## src/include/ofd_consts.vh

```
/*
  constants of the operand field decoder: register offsets, field positions,
  reset values and the codes that the decoder puts out.
  assumes: included by bare name from every design file that needs it.
*/
`ifndef OFD_CONSTS_VH
`define OFD_CONSTS_VH

// apb register byte offsets
`define OFD_CTRL_OFFSET       12'h000
`define OFD_STATUS_OFFSET     12'h004
`define OFD_ERRCNT_OFFSET     12'h008

// control register fields and reset value
`define OFD_CTRL_DSIZE_BIT    0
`define OFD_CTRL_LEGACY_BIT   1
`define OFD_CTRL_RESET        2'h0

// status register fields
`define OFD_STAT_ADDR32_BIT   0
`define OFD_STAT_OP32_BIT     1
`define OFD_STAT_SIB_BIT      2
`define OFD_STAT_SEGINV_BIT   3
`define OFD_STAT_BYTE_BIT     4

// error counter reset value
`define OFD_ERRCNT_RESET      16'h0000

// sources of the general register selector
`define OFD_SRC_OPCODE        2'h0
`define OFD_SRC_MODRM_REG     2'h1
`define OFD_SRC_MODRM_RM      2'h2

// segment register codes on the output
`define OFD_SEG_EXTRA         3'h0
`define OFD_SEG_CODE          3'h1
`define OFD_SEG_STACK         3'h2
`define OFD_SEG_DATA          3'h3
`define OFD_SEG_AUX_ONE       3'h4
`define OFD_SEG_AUX_TWO       3'h5

// addressing field codes
`define OFD_MOD_REGISTER      2'h3
`define OFD_RM_SIB_ESCAPE     3'h4

// displacement size codes
`define OFD_DISP_NONE         2'h0
`define OFD_DISP_8            2'h1
`define OFD_DISP_16           2'h2
`define OFD_DISP_32           2'h3

// register write lane masks
`define OFD_MASK_LOW_BYTE     4'h1
`define OFD_MASK_HIGH_BYTE    4'h2
`define OFD_MASK_WORD         4'h3
`define OFD_MASK_DWORD        4'hf

`endif
```

## src/hw/ofd_gpr_decode.v

```verilog
/*
  general register selector decode: turns a three bit selector, the
  operand-size bit and the operation size into a register number, byte
  flags and a write lane mask.
  assumes: purely combinational, driven and sampled by the parent.
*/
`timescale 1ns/1ns
`default_nettype none
`include "ofd_consts.vh"

module ofd_gpr_decode
(
  input  wire [2:0] sel_i,
  input  wire       w_present_i,
  input  wire       w_i,
  input  wire       op32_i,
  output reg  [2:0] gpr_index_o,
  output reg        gpr_byte_o,
  output reg        gpr_high_o,
  output reg  [3:0] wr_mask_o
);

  // byte registers only when the size bit exists and is zero
  always @*
  begin
    if (w_present_i && !w_i)
    begin
      // low bytes for 000-011, high bytes of the same four for 100-111
      gpr_byte_o  = 1'b1;
      gpr_high_o  = sel_i[2];
      gpr_index_o = {1'b0, sel_i[1:0]};
      // upper lanes of the register stay untouched
      wr_mask_o   = sel_i[2] ? `OFD_MASK_HIGH_BYTE : `OFD_MASK_LOW_BYTE;
    end
    else
    begin
      // full width: accumulator .. destination index in code order
      gpr_byte_o  = 1'b0;
      gpr_high_o  = 1'b0;
      gpr_index_o = sel_i;
      wr_mask_o   = op32_i ? `OFD_MASK_DWORD : `OFD_MASK_WORD;
    end
  end

endmodule // ofd_gpr_decode

`default_nettype wire

```

## src/hw/ofd_operand_field_decoder.v

```verilog
/*
  operand field decoder: decodes operand size, general register selector,
  segment selectors and addressing byte layout of one instruction per
  valid cycle, with results held in output flops; control and status over
  an apb slave.
  assumes: instruction fields come from the byte alignment stage on the same
  clock; prefix and opcode parsing are done upstream.
*/
`timescale 1ns/1ns
`default_nettype none
`include "ofd_consts.vh"

// How it works
// - every data instruction runs at 16-bit or 32-bit operation size
// - size bit 0 gives byte operand, 1 gives the full operation size
// - register selector comes from opcode, addressing reg field or rm field
// - without size bit, codes 000-111 pick the eight full registers in order
// - size bit 0 picks low bytes 000-011, high bytes 100-111
// - two bit segment selector: extra, code, stack, data
// - three bit form adds two auxiliary segments; 110 and 111 unused
// - implied addressing instructions carry no addressing bytes
// - first addressing byte is primary, optional scaled index byte second
// - scaled index byte only in 32-bit addressing, rm 100, mod not 11
// - with scaled index byte, mode comes from mod, scale, index, base
// - middle addressing bits are opcode extension or register selector
// - addressing byte read per 16-bit or 32-bit address size
// - size prefixes invert the default sizes for one instruction only
// - real and compatibility modes force a 16-bit default
// - byte and word writes leave upper register bits unchanged
module ofd_operand_field_decoder
(
  input  wire        clock_i,
  input  wire        srst_i,
  // apb slave
  input  wire        psel_i,
  input  wire        penable_i,
  input  wire        pwrite_i,
  input  wire [11:0] paddr_i,
  input  wire [31:0] pwdata_i,
  output wire [31:0] prdata_o,
  output wire        pready_o,
  output wire        pslverr_o,
  // instruction fields from the alignment stage
  input  wire        insn_valid_i,
  input  wire        opsize_prefix_i,
  input  wire        addrsize_prefix_i,
  input  wire        implied_mode_i,
  input  wire        modrm_ext_i,
  input  wire [1:0]  reg_src_i,
  input  wire [2:0]  opcode_reg_i,
  input  wire        w_present_i,
  input  wire        w_i,
  input  wire [7:0]  modrm_i,
  input  wire [7:0]  sib_i,
  input  wire        seg_use3_i,
  input  wire [1:0]  seg_select_two_bit_i,
  input  wire [2:0]  seg_select_three_bit_i,
  // decoded results
  output wire        dec_valid_o,
  output wire        op_size_32_o,
  output wire        addr_size_32_o,
  output wire        operand_byte_o,
  output wire [2:0]  gpr_index_o,
  output wire        gpr_byte_o,
  output wire        gpr_high_o,
  output wire [3:0]  gpr_wr_mask_o,
  output wire [2:0]  opcode_extension_bits_o,
  output wire        opcode_ext_valid_o,
  output wire [2:0]  seg_sel_o,
  output wire        seg_invalid_o,
  output wire        modrm_expected_o,
  output wire        sib_expected_o,
  output wire        mem_operand_o,
  output wire [1:0]  sib_scale_o,
  output wire [2:0]  sib_index_o,
  output wire [2:0]  sib_base_o,
  output wire [1:0]  disp_size_o
);

  // apb and control state
  reg  [31:0] prdata_reg;
  reg         pready_reg;
  reg         pslverr_reg;
  reg  [1:0]  ctrl_reg;
  reg  [15:0] errcnt_reg;

  // decode result flops
  reg         dec_valid_reg;
  reg         op32_reg;
  reg         addr32_reg;
  reg         opbyte_reg;
  reg  [2:0]  gpr_index_reg;
  reg         gpr_byte_reg;
  reg         gpr_high_reg;
  reg  [3:0]  gpr_mask_reg;
  reg  [2:0]  ext_bits_reg;
  reg         ext_valid_reg;
  reg  [2:0]  seg_reg;
  reg         seg_inv_reg;
  reg         modrm_exp_reg;
  reg         sib_exp_reg;
  reg         mem_reg;
  reg  [1:0]  scale_reg;
  reg  [2:0]  index_reg;
  reg  [2:0]  base_reg;
  reg  [1:0]  disp_reg;

  // combinational decode terms
  reg         default32;
  reg         op32_next;
  reg         addr32_next;
  reg  [2:0]  gpr_sel_next;
  reg         modrm_exp_next;
  reg         sib_exp_next;
  reg  [1:0]  disp_next;
  wire [1:0]  mod_field = modrm_i[7:6];
  wire [2:0]  mid_field = modrm_i[5:3];
  wire [2:0]  rm_field  = modrm_i[2:0];
  wire [2:0]  gpr_index_dec;
  wire        gpr_byte_dec;
  wire        gpr_high_dec;
  wire [3:0]  gpr_mask_dec;
  wire [2:0]  seg_dec;
  wire        seg_inv_dec;

  // operation size context
  always @*
  begin
    default32 = ctrl_reg[`OFD_CTRL_LEGACY_BIT] ? 1'b0 : ctrl_reg[`OFD_CTRL_DSIZE_BIT];
    op32_next   = default32 ^ opsize_prefix_i;
    addr32_next = default32 ^ addrsize_prefix_i;
  end

  // register selector source and addressing layout
  always @*
  begin
    if (reg_src_i == `OFD_SRC_MODRM_REG && !modrm_ext_i)
      gpr_sel_next = mid_field;
    else if (reg_src_i == `OFD_SRC_MODRM_RM)
      gpr_sel_next = rm_field;
    else
      gpr_sel_next = opcode_reg_i;
    modrm_exp_next = !implied_mode_i;
    sib_exp_next = modrm_exp_next && addr32_next &&
                   rm_field == `OFD_RM_SIB_ESCAPE && mod_field != `OFD_MOD_REGISTER;
    disp_next = `OFD_DISP_NONE;
    if (!modrm_exp_next || mod_field == `OFD_MOD_REGISTER)
      disp_next = `OFD_DISP_NONE;
    else if (mod_field == 2'h1)
      disp_next = `OFD_DISP_8;
    else if (mod_field == 2'h2)
      disp_next = addr32_next ? `OFD_DISP_32 : `OFD_DISP_16;
    else if (!addr32_next && rm_field == 3'h6)
      disp_next = `OFD_DISP_16;
    else if (addr32_next && !sib_exp_next && rm_field == 3'h5)
      disp_next = `OFD_DISP_32;
    else if (sib_exp_next && sib_i[2:0] == 3'h5)
      disp_next = `OFD_DISP_32;
  end

  ofd_gpr_decode u_gpr
  (
    .sel_i       (gpr_sel_next),
    .w_present_i (w_present_i),
    .w_i         (w_i),
    .op32_i      (op32_next),
    .gpr_index_o (gpr_index_dec),
    .gpr_byte_o  (gpr_byte_dec),
    .gpr_high_o  (gpr_high_dec),
    .wr_mask_o   (gpr_mask_dec)
  );

  ofd_seg_decode u_seg
  (
    .seg2_i    (seg_select_two_bit_i),
    .seg3_i    (seg_select_three_bit_i),
    .use3_i    (seg_use3_i),
    .seg_o     (seg_dec),
    .invalid_o (seg_inv_dec)
  );

  // result flops, loaded once per valid instruction
  always @(posedge clock_i)
  begin
    if (srst_i)
    begin
      dec_valid_reg <= 1'b0;
      op32_reg      <= 1'b0;
      addr32_reg    <= 1'b0;
      opbyte_reg    <= 1'b0;
      gpr_index_reg <= 3'h0;
      gpr_byte_reg  <= 1'b0;
      gpr_high_reg  <= 1'b0;
      gpr_mask_reg  <= 4'h0;
      ext_bits_reg  <= 3'h0;
      ext_valid_reg <= 1'b0;
      seg_reg       <= 3'h0;
      seg_inv_reg   <= 1'b0;
      modrm_exp_reg <= 1'b0;
      sib_exp_reg   <= 1'b0;
      mem_reg       <= 1'b0;
      scale_reg     <= 2'h0;
      index_reg     <= 3'h0;
      base_reg      <= 3'h0;
      disp_reg      <= 2'h0;
    end
    else
    begin
      dec_valid_reg <= insn_valid_i;
      if (insn_valid_i)
      begin
        op32_reg      <= op32_next;
        addr32_reg    <= addr32_next;
        opbyte_reg    <= w_present_i && !w_i;
        gpr_index_reg <= gpr_index_dec;
        gpr_byte_reg  <= gpr_byte_dec;
        gpr_high_reg  <= gpr_high_dec;
        gpr_mask_reg  <= gpr_mask_dec;
        ext_bits_reg  <= mid_field;
        ext_valid_reg <= modrm_ext_i && !implied_mode_i;
        seg_reg       <= seg_dec;
        seg_inv_reg   <= seg_inv_dec;
        modrm_exp_reg <= modrm_exp_next;
        sib_exp_reg   <= sib_exp_next;
        mem_reg       <= modrm_exp_next && mod_field != `OFD_MOD_REGISTER;
        scale_reg     <= sib_exp_next ? sib_i[7:6] : 2'h0;
        index_reg     <= sib_exp_next ? sib_i[5:3] : 3'h0;
        base_reg      <= sib_exp_next ? sib_i[2:0] : 3'h0;
        disp_reg      <= disp_next;
      end
    end
  end

  // apb slave: one wait cycle in the access phase, data staged at setup
  always @(posedge clock_i)
  begin
    if (srst_i)
    begin
      prdata_reg  <= 32'h0000_0000;
      pready_reg  <= 1'b0;
      pslverr_reg <= 1'b0;
      ctrl_reg    <= `OFD_CTRL_RESET;
      errcnt_reg  <= `OFD_ERRCNT_RESET;
    end
    else
    begin
      pready_reg <= psel_i && penable_i && !pready_reg;
      if (psel_i && !penable_i)
      begin
        pslverr_reg <= 1'b0;
        prdata_reg  <= 32'h0000_0000;
        if (paddr_i == `OFD_CTRL_OFFSET)
          prdata_reg <= {30'h0, ctrl_reg};
        else if (paddr_i == `OFD_STATUS_OFFSET)
        begin
          prdata_reg[`OFD_STAT_ADDR32_BIT] <= addr32_reg;
          prdata_reg[`OFD_STAT_OP32_BIT]   <= op32_reg;
          prdata_reg[`OFD_STAT_SIB_BIT]    <= sib_exp_reg;
          prdata_reg[`OFD_STAT_SEGINV_BIT] <= seg_inv_reg;
          prdata_reg[`OFD_STAT_BYTE_BIT]   <= opbyte_reg;
        end
        else if (paddr_i == `OFD_ERRCNT_OFFSET)
          prdata_reg <= {16'h0, errcnt_reg};
        else
          pslverr_reg <= 1'b1;
      end
      // write takes effect at the completing edge
      if (psel_i && penable_i && pready_reg && pwrite_i &&
          paddr_i == `OFD_CTRL_OFFSET)
        ctrl_reg <= pwdata_i[1:0];
      // count invalid segment codes; a new one beats a clear
      if (insn_valid_i && seg_inv_dec)
        errcnt_reg <= errcnt_reg + 16'h0001;
      else if (psel_i && penable_i && pready_reg && pwrite_i &&
               paddr_i == `OFD_ERRCNT_OFFSET)
        errcnt_reg <= `OFD_ERRCNT_RESET;
    end
  end

  // outputs straight from flops
  assign prdata_o                = prdata_reg;
  assign pready_o                = pready_reg;
  assign pslverr_o               = pslverr_reg;
  assign dec_valid_o             = dec_valid_reg;
  assign op_size_32_o            = op32_reg;
  assign addr_size_32_o          = addr32_reg;
  assign operand_byte_o          = opbyte_reg;
  assign gpr_index_o             = gpr_index_reg;
  assign gpr_byte_o              = gpr_byte_reg;
  assign gpr_high_o              = gpr_high_reg;
  assign gpr_wr_mask_o           = gpr_mask_reg;
  assign opcode_extension_bits_o = ext_bits_reg;
  assign opcode_ext_valid_o      = ext_valid_reg;
  assign seg_sel_o               = seg_reg;
  assign seg_invalid_o           = seg_inv_reg;
  assign modrm_expected_o        = modrm_exp_reg;
  assign sib_expected_o          = sib_exp_reg;
  assign mem_operand_o           = mem_reg;
  assign sib_scale_o             = scale_reg;
  assign sib_index_o             = index_reg;
  assign sib_base_o              = base_reg;
  assign disp_size_o             = disp_reg;

endmodule // ofd_operand_field_decoder

`default_nettype wire

```

## src/hw/ofd_seg_decode.v

```verilog
/*
  segment selector decode for the two bit and three bit forms; flags the
  reserved three bit codes.
  assumes: purely combinational, driven and sampled by the parent.
*/
`timescale 1ns/1ns
`default_nettype none
`include "ofd_consts.vh"

module ofd_seg_decode
(
  input  wire [1:0] seg2_i,
  input  wire [2:0] seg3_i,
  input  wire       use3_i,
  output reg  [2:0] seg_o,
  output reg        invalid_o
);

  // two bit form maps straight; three bit form adds the auxiliary pair
  always @*
  begin
    seg_o     = {1'b0, seg2_i};
    invalid_o = 1'b0;
    if (use3_i)
    begin
      if (seg3_i[2:1] == 2'h3)
      begin
        // reserved codes fall back to the data segment code and raise invalid
        seg_o     = `OFD_SEG_DATA;
        invalid_o = 1'b1;
      end
      else
      begin
        seg_o     = seg3_i;
      end
    end
  end

endmodule // ofd_seg_decode

`default_nettype wire

```

## config.mk

```make
export PLATFORM = sky130hd
export DESIGN_NAME = ofd_operand_field_decoder
export DESIGN_NICKNAME = d
export VERILOG_FILES = /design/src/hw/ofd_gpr_decode.v /design/src/hw/ofd_operand_field_decoder.v /design/src/hw/ofd_seg_decode.v
export VERILOG_INCLUDE_DIRS = /design/src /design/src/include
export SDC_FILE = /design/constraint.sdc
export NUM_CORES = 1
export LEC_CHECK = 0
export BUFFER_PORTS_ARGS = -buffer_cell sky130_fd_sc_hd__buf_2
export CELL_PAD_IN_SITES_DETAIL_PLACEMENT = 0
export CELL_PAD_IN_SITES_GLOBAL_PLACEMENT = 1
export CORE_MARGIN = 3
export CORE_UTILIZATION = 33
export DETAILED_ROUTE_END_ITERATION = 6
export PLACE_DENSITY = 0.76
export SLEW_MARGIN = 20
export SYNTH_ARGS = -nofsm -noshare
export SYNTH_HDL_FRONTEND = slang
export SYNTH_SLANG_ARGS = --single-unit
export TNS_END_PERCENT = 50
```

## constraint.sdc

```tcl
create_clock -name clock_i -period 2 [get_ports clock_i]
set_input_delay 0.4 -clock clock_i [delete_from_list [all_inputs] [get_ports clock_i]]
set_output_delay 0.4 -clock clock_i [all_outputs]
set_load 0.005 [all_outputs]
```

-- Word-level counts from Yosys, hierarchy flattened
Cells that the tools add are included.
- register bits: 86
- output and inout bits: 68
- add/subtract/negate cells: 1
- reduce and logical (&&, ||, !) cells: 29
- bitwise operators: 2
- eq/ne operators: 13
- mux-type cells: 32
- operators by type and width (cell ; number):
    $mux 16 ; 3
    $mux 32 ; 1
    $mux 27 ; 1
    $mux 3 ; 7
    $logic_and 1x1->1 ; 19
    $add 16x1->16 const B ; 1
    $mux 2 ; 8
    $eq 12x3->1 const B ; 1
    $eq 12x4->1 const B ; 1
    $eq 3x3->1 const B ; 4
    $logic_not 12->1 ; 1
    $mux 1 ; 9
    $eq 2x2->1 const B ; 4
    $mux 4 ; 2
    $logic_not 1->1 ; 7
    $mux 5 ; 1
    $eq 2x1->1 const B ; 2
    $ne 2x2->1 const B ; 1
    $reduce_bool 2->1 ; 1
    $xor 1x1->1 ; 2
    $logic_or 1x1->1 ; 1

-- Logic depth before layout (Yosys ltp)
- depth after elaboration: 13
- gate-level depth with buffers: 6
- depth with buffers taken out: 6

-- Hierarchy
From an unflattened synthesis, not the netlist that was laid out.
- cell total of the unflattened synthesis: 343
- area total of the unflattened synthesis: 3175.5 um^2
- modules (own cells, without submodules) (module ; area each (um^2) ; cells an instance ; seq. area each (um^2) ; instances):
    ofd_operand_field_decoder ; 3066.7 ; 327 ; 1401.3 ; 1
    ofd_gpr_decode ; 65.1 ; 9 ; 0.0 ; 1
    ofd_seg_decode ; 43.8 ; 7 ; 0.0 ; 1

-- Worst setup path after synthesis
OpenSTA, ideal clock, no wires.
- path kind: input to register
- start point: input paddr_i[5]
- end point: register prdata_reg[2], in the netlist prdata_o[2]
- required time: 1.931 ns
- slack: 0.398 ns
- buffers on the path: 0
- stages: 4
- arrival time: 1.533 ns
- setup time: 0.069 ns
- cell sequence: nor4_2 nand3_1 or4_4 o21ai_1
- longest elaborated chain between the ends: 4
- RTL lines (item ; line ; source):
    from (decl) ; ofd_operand_field_decoder.v:38 ; input wire [11:0] paddr_i,
    $eq 12x4->1 (no source line) ; - ;
    $mux 16 ; ofd_operand_field_decoder.v:262 ; else if (paddr_i == `OFD_ERRCNT_OFFSET)
    $mux 5 ; ofd_operand_field_decoder.v:254 ; else if (paddr_i == `OFD_STATUS_OFFSET)
    $mux 32 * ; ofd_operand_field_decoder.v:252 ; if (paddr_i == `OFD_CTRL_OFFSET)
    to (signal assigned) ; ofd_operand_field_decoder.v:253 ; prdata_reg <= {30'h0, ctrl_reg};
    to (signal, indexed assignment) ; ofd_operand_field_decoder.v:256 ; prdata_reg[`OFD_STAT_ADDR32_BIT] <= addr32_reg;
    to (signal assigned) ; ofd_operand_field_decoder.v:263 ; prdata_reg <= {16'h0, errcnt_reg};
    to (decl) ; ofd_operand_field_decoder.v:81 ; reg [31:0] prdata_reg;
Every way passes the cells marked *; elsewhere a longest branch is shown, timed or not.
A chain may end at the register's enable or synchronous reset.

-- Worst setup path in the final report
- start point: register errcnt_reg[0]
- end point: register errcnt_reg[14]
- longest elaborated chain between the ends: 2
- RTL lines (item ; line ; source):
    from (decl) ; ofd_operand_field_decoder.v:85 ; reg [15:0] errcnt_reg;
    from (signal assigned) ; ofd_operand_field_decoder.v:243 ; errcnt_reg <= `OFD_ERRCNT_RESET;
    from (signal assigned) ; ofd_operand_field_decoder.v:273 ; errcnt_reg <= errcnt_reg + 16'h0001;
    from (signal assigned) ; ofd_operand_field_decoder.v:276 ; errcnt_reg <= `OFD_ERRCNT_RESET;
    $add 16x1->16 ; ofd_operand_field_decoder.v:273 ;
    $mux 16 ; ofd_operand_field_decoder.v:272 ; if (insn_valid_i && seg_inv_dec)
No other way between the ends.

==> impl_metrics.toml <==
[synth]
synth_area_sq_mm = 0.00309
syn_avg_cell_area_sq_um = 9.08
yosysSeqAreaShare_pct = 44.1
synth-main-ff-cell = "dfxtp_1"
ys_types = 53
ys_warn_count = 0
synth_top_area_share_pct = 44.1
synth_seq_cells = 68
synthTopCellsByArea = "dfxtp_1 44%, nor2_1 5.8%, mux2i_1 4.9%"
syn_inst = 340
ys_async_sr_fraction_pct = 0
synth_top_area_cell = "dfxtp_1"
synth_most_common_cell = "dfxtp_1"
synth_common_cells = "68 x dfxtp_1, 48 x nor2_1, 23 x a21oi_1"
synth-edff-count = 0

[placement]
port_buffers = 104
detailed_place.area_sq_mm = 0.00370
gp_congestion = 0.787
place_ws_ns = 0.0802
detailed_place_hpwl_um = 5910

[clock_tree]
cts.clk_slew.worst_paths_ns = 0.09
cts.sinks = 68
postCtsHoldBufs = 0
clock_latency_ns = 0.35
cts-root-buf = "clkbuf_8"
cts_buffers = 9
cts_resized = 0
cts_max_level = 3
cts_tree = "yes"
cts_setup_buffers = 0
clk_path_buf_depth = 2

[sta]
worst_slew_pin_slew_ns = 0.508
setup_viol = 0
finalHoldViolCount = 0
maxSlewViolCount = 0
tns_ns = 0
fin_ws_ns = 0.368
fin_skew_ns = 0.0126
rsz0062_at_grt = "false"
final.min_clock_period_ns = 1.63
max_freq_ghz = 0.613
fin_crit_sh_pct = 81.6
slew_headroom_pct = 66.0

[floorplanning]
pin_count = 151
dieArea_sq_mm = 0.0106
start_util_pct = 34.7
rows = 34
die_w_um = 103
core_sq_mm = 0.00889
die_h_um = 103

[setup_path]
crit_path_max_incr_delay_ns = 0.42
path_max_fanout = 5
r2r_setup_slack_ns = 0.37
worstSetupPathType = "flop to flop"
cp_cell_sequence = "ha_1, nand3_1, nor3_2, nand2_1, or3_1, o21ai_1"
cp-end-kind = "flop"
critPathSlowestCell = "dfxtp_1"
worstPathArrival_ns = 1.92
startpoint_type = "flop"
cp.required_ns = 2.29

[routing]
drtIter0Drc = 88
wirelength_um = 7930
first_pass_iters = 4
ant_nets = 0
vias = 2789
drcViolationCount = 0
vias_per_cell = 4.95
wire_per_inst_um = 14.1

[power]
internal_power_w = 0.00197
p_switching_w = 0.000774
p_sw_share_pct = 28.2
clkPwrFrac_pct = 39.1
ir_worst_vdd_mv = 0.330
power_density_mw_per_mm2 = 708
p_leak_nw = 1.69
combPwrFrac_pct = 10.0
pwr-share-seq_pct = 50.9

[grt]
grt_antenna_before_repair = 0
track_usage_pct = 15.3
grt_pass1_vias = 2580
grt_first_pass_wirelength_um = 12700
gr-total-overflow = 0
grt_max_degree = 24

[status]
status = "completed"

[job]
max_cap_viol_count = 0

[layout]
design_area_sq_mm = 0.00388
diodes = 0
drive_above_1_share_pct = 32.1
final_util_pct = 43.7
area_growth_pct = 25.7
final_nets = 534

[worst_hold_path]
hold_class = "primary input to flop"
-- metrics by stage --
stage	total power [W]	hold slack, ns	cells
2_1_floorplan	0.00159	0.442	355
3_3_place_gp	0.00170	0.430	547
3_5_place_dp	0.00171	0.433	547
4_1_cts	0.00280	0.243	563
5_1_grt	0.00289	0.258	563
6_report	0.00275	0.260	563
-- worst paths after layout --
path	depth (start not counted)	end	from
worst max-delay path	6	errcnt_reg[14]	errcnt_reg[0]
worst min-delay path	2	sib_scale_o[1]	sib_i[7]
worst max register to register	6	errcnt_reg[14]	errcnt_reg[0]
worst min register to register	1	pready_o	pready_o
-- layout make-up --
type                            instances  area [sq um]
Timing Repair Buffer                  116           611
Clock inverter                          7          57.6
Tap cell                              108           135
Sequential cell                        68          1360
Inverter                                4          15.0
Clock buffer                            9           124
Multi-Input combinational cell        251          1580
Fill cell                             907          5010
-- metal layers --
| metal | track usage, % | part of all wire [%] |
|---|---|---|
| met5 | 0 | 0 |
| met4 | 4.54 | 1.1 |
| met3 | 4.13 | 6.8 |
| met2 | 23.7 | 45 |
| met1 | 20.8 | 47 |
-- placed cells by master (no fill, tap or decap), types with 5 or more instances in the layout --
master / n
a211oi_1: 5
a21oi_1: 23
a22o_1: 8
a22oi_1: 15
buf_2: 104
buf_4: 12
clkbuf_8: 9
conb_1: 16
dfxtp_1: 68
mux2i_1: 15
nand2_1: 16
nand2b_1: 15
nand3_1: 11
nand4_1: 6
nor2_1: 48
nor2b_1: 5
nor3_1: 7
-- cell families (layout without fill, tap and decap cells) --
logic type	count (synthesis)	after routing	synth area share [%]
DFF	68	68	44.1
and+or+nand+nor	135	135	24.5
muxes	17	17	5.59
xor gates and xnor gates	8	8	2.51
adders and majority gates	1	1	0.405
buffers and inverters	36	136	6.61
other	1	16	0.121
AOI/OAI and AO/OA	74	74	16.1
-- worst max-delay path: cells and delay by family, from the launching register on --
| family | cells | cell delay [ns] |
|---|---|---|
| and+or+nand+nor | 4 | 0.81 |
| DFF | 1 | 0.42 |
| adders and majority gates | 1 | 0.27 |
| AOI/OAI and AO/OA | 1 | 0.08 |
-- power by group through the flow --
stage	logic, W	clock network, W	registers [W]
2_1_floorplan	0.000158	0	0.00143
3_3_place_gp	0.000273	0	0.00143
3_5_place_dp	0.000277	0	0.00143
4_1_cts	0.000278	0.00112	0.00140
5_1_grt	0.000309	0.00117	0.00140
6_report	0.000275	0.00107	0.00140
No activity file was read; power rests on OpenSTA's default activity.
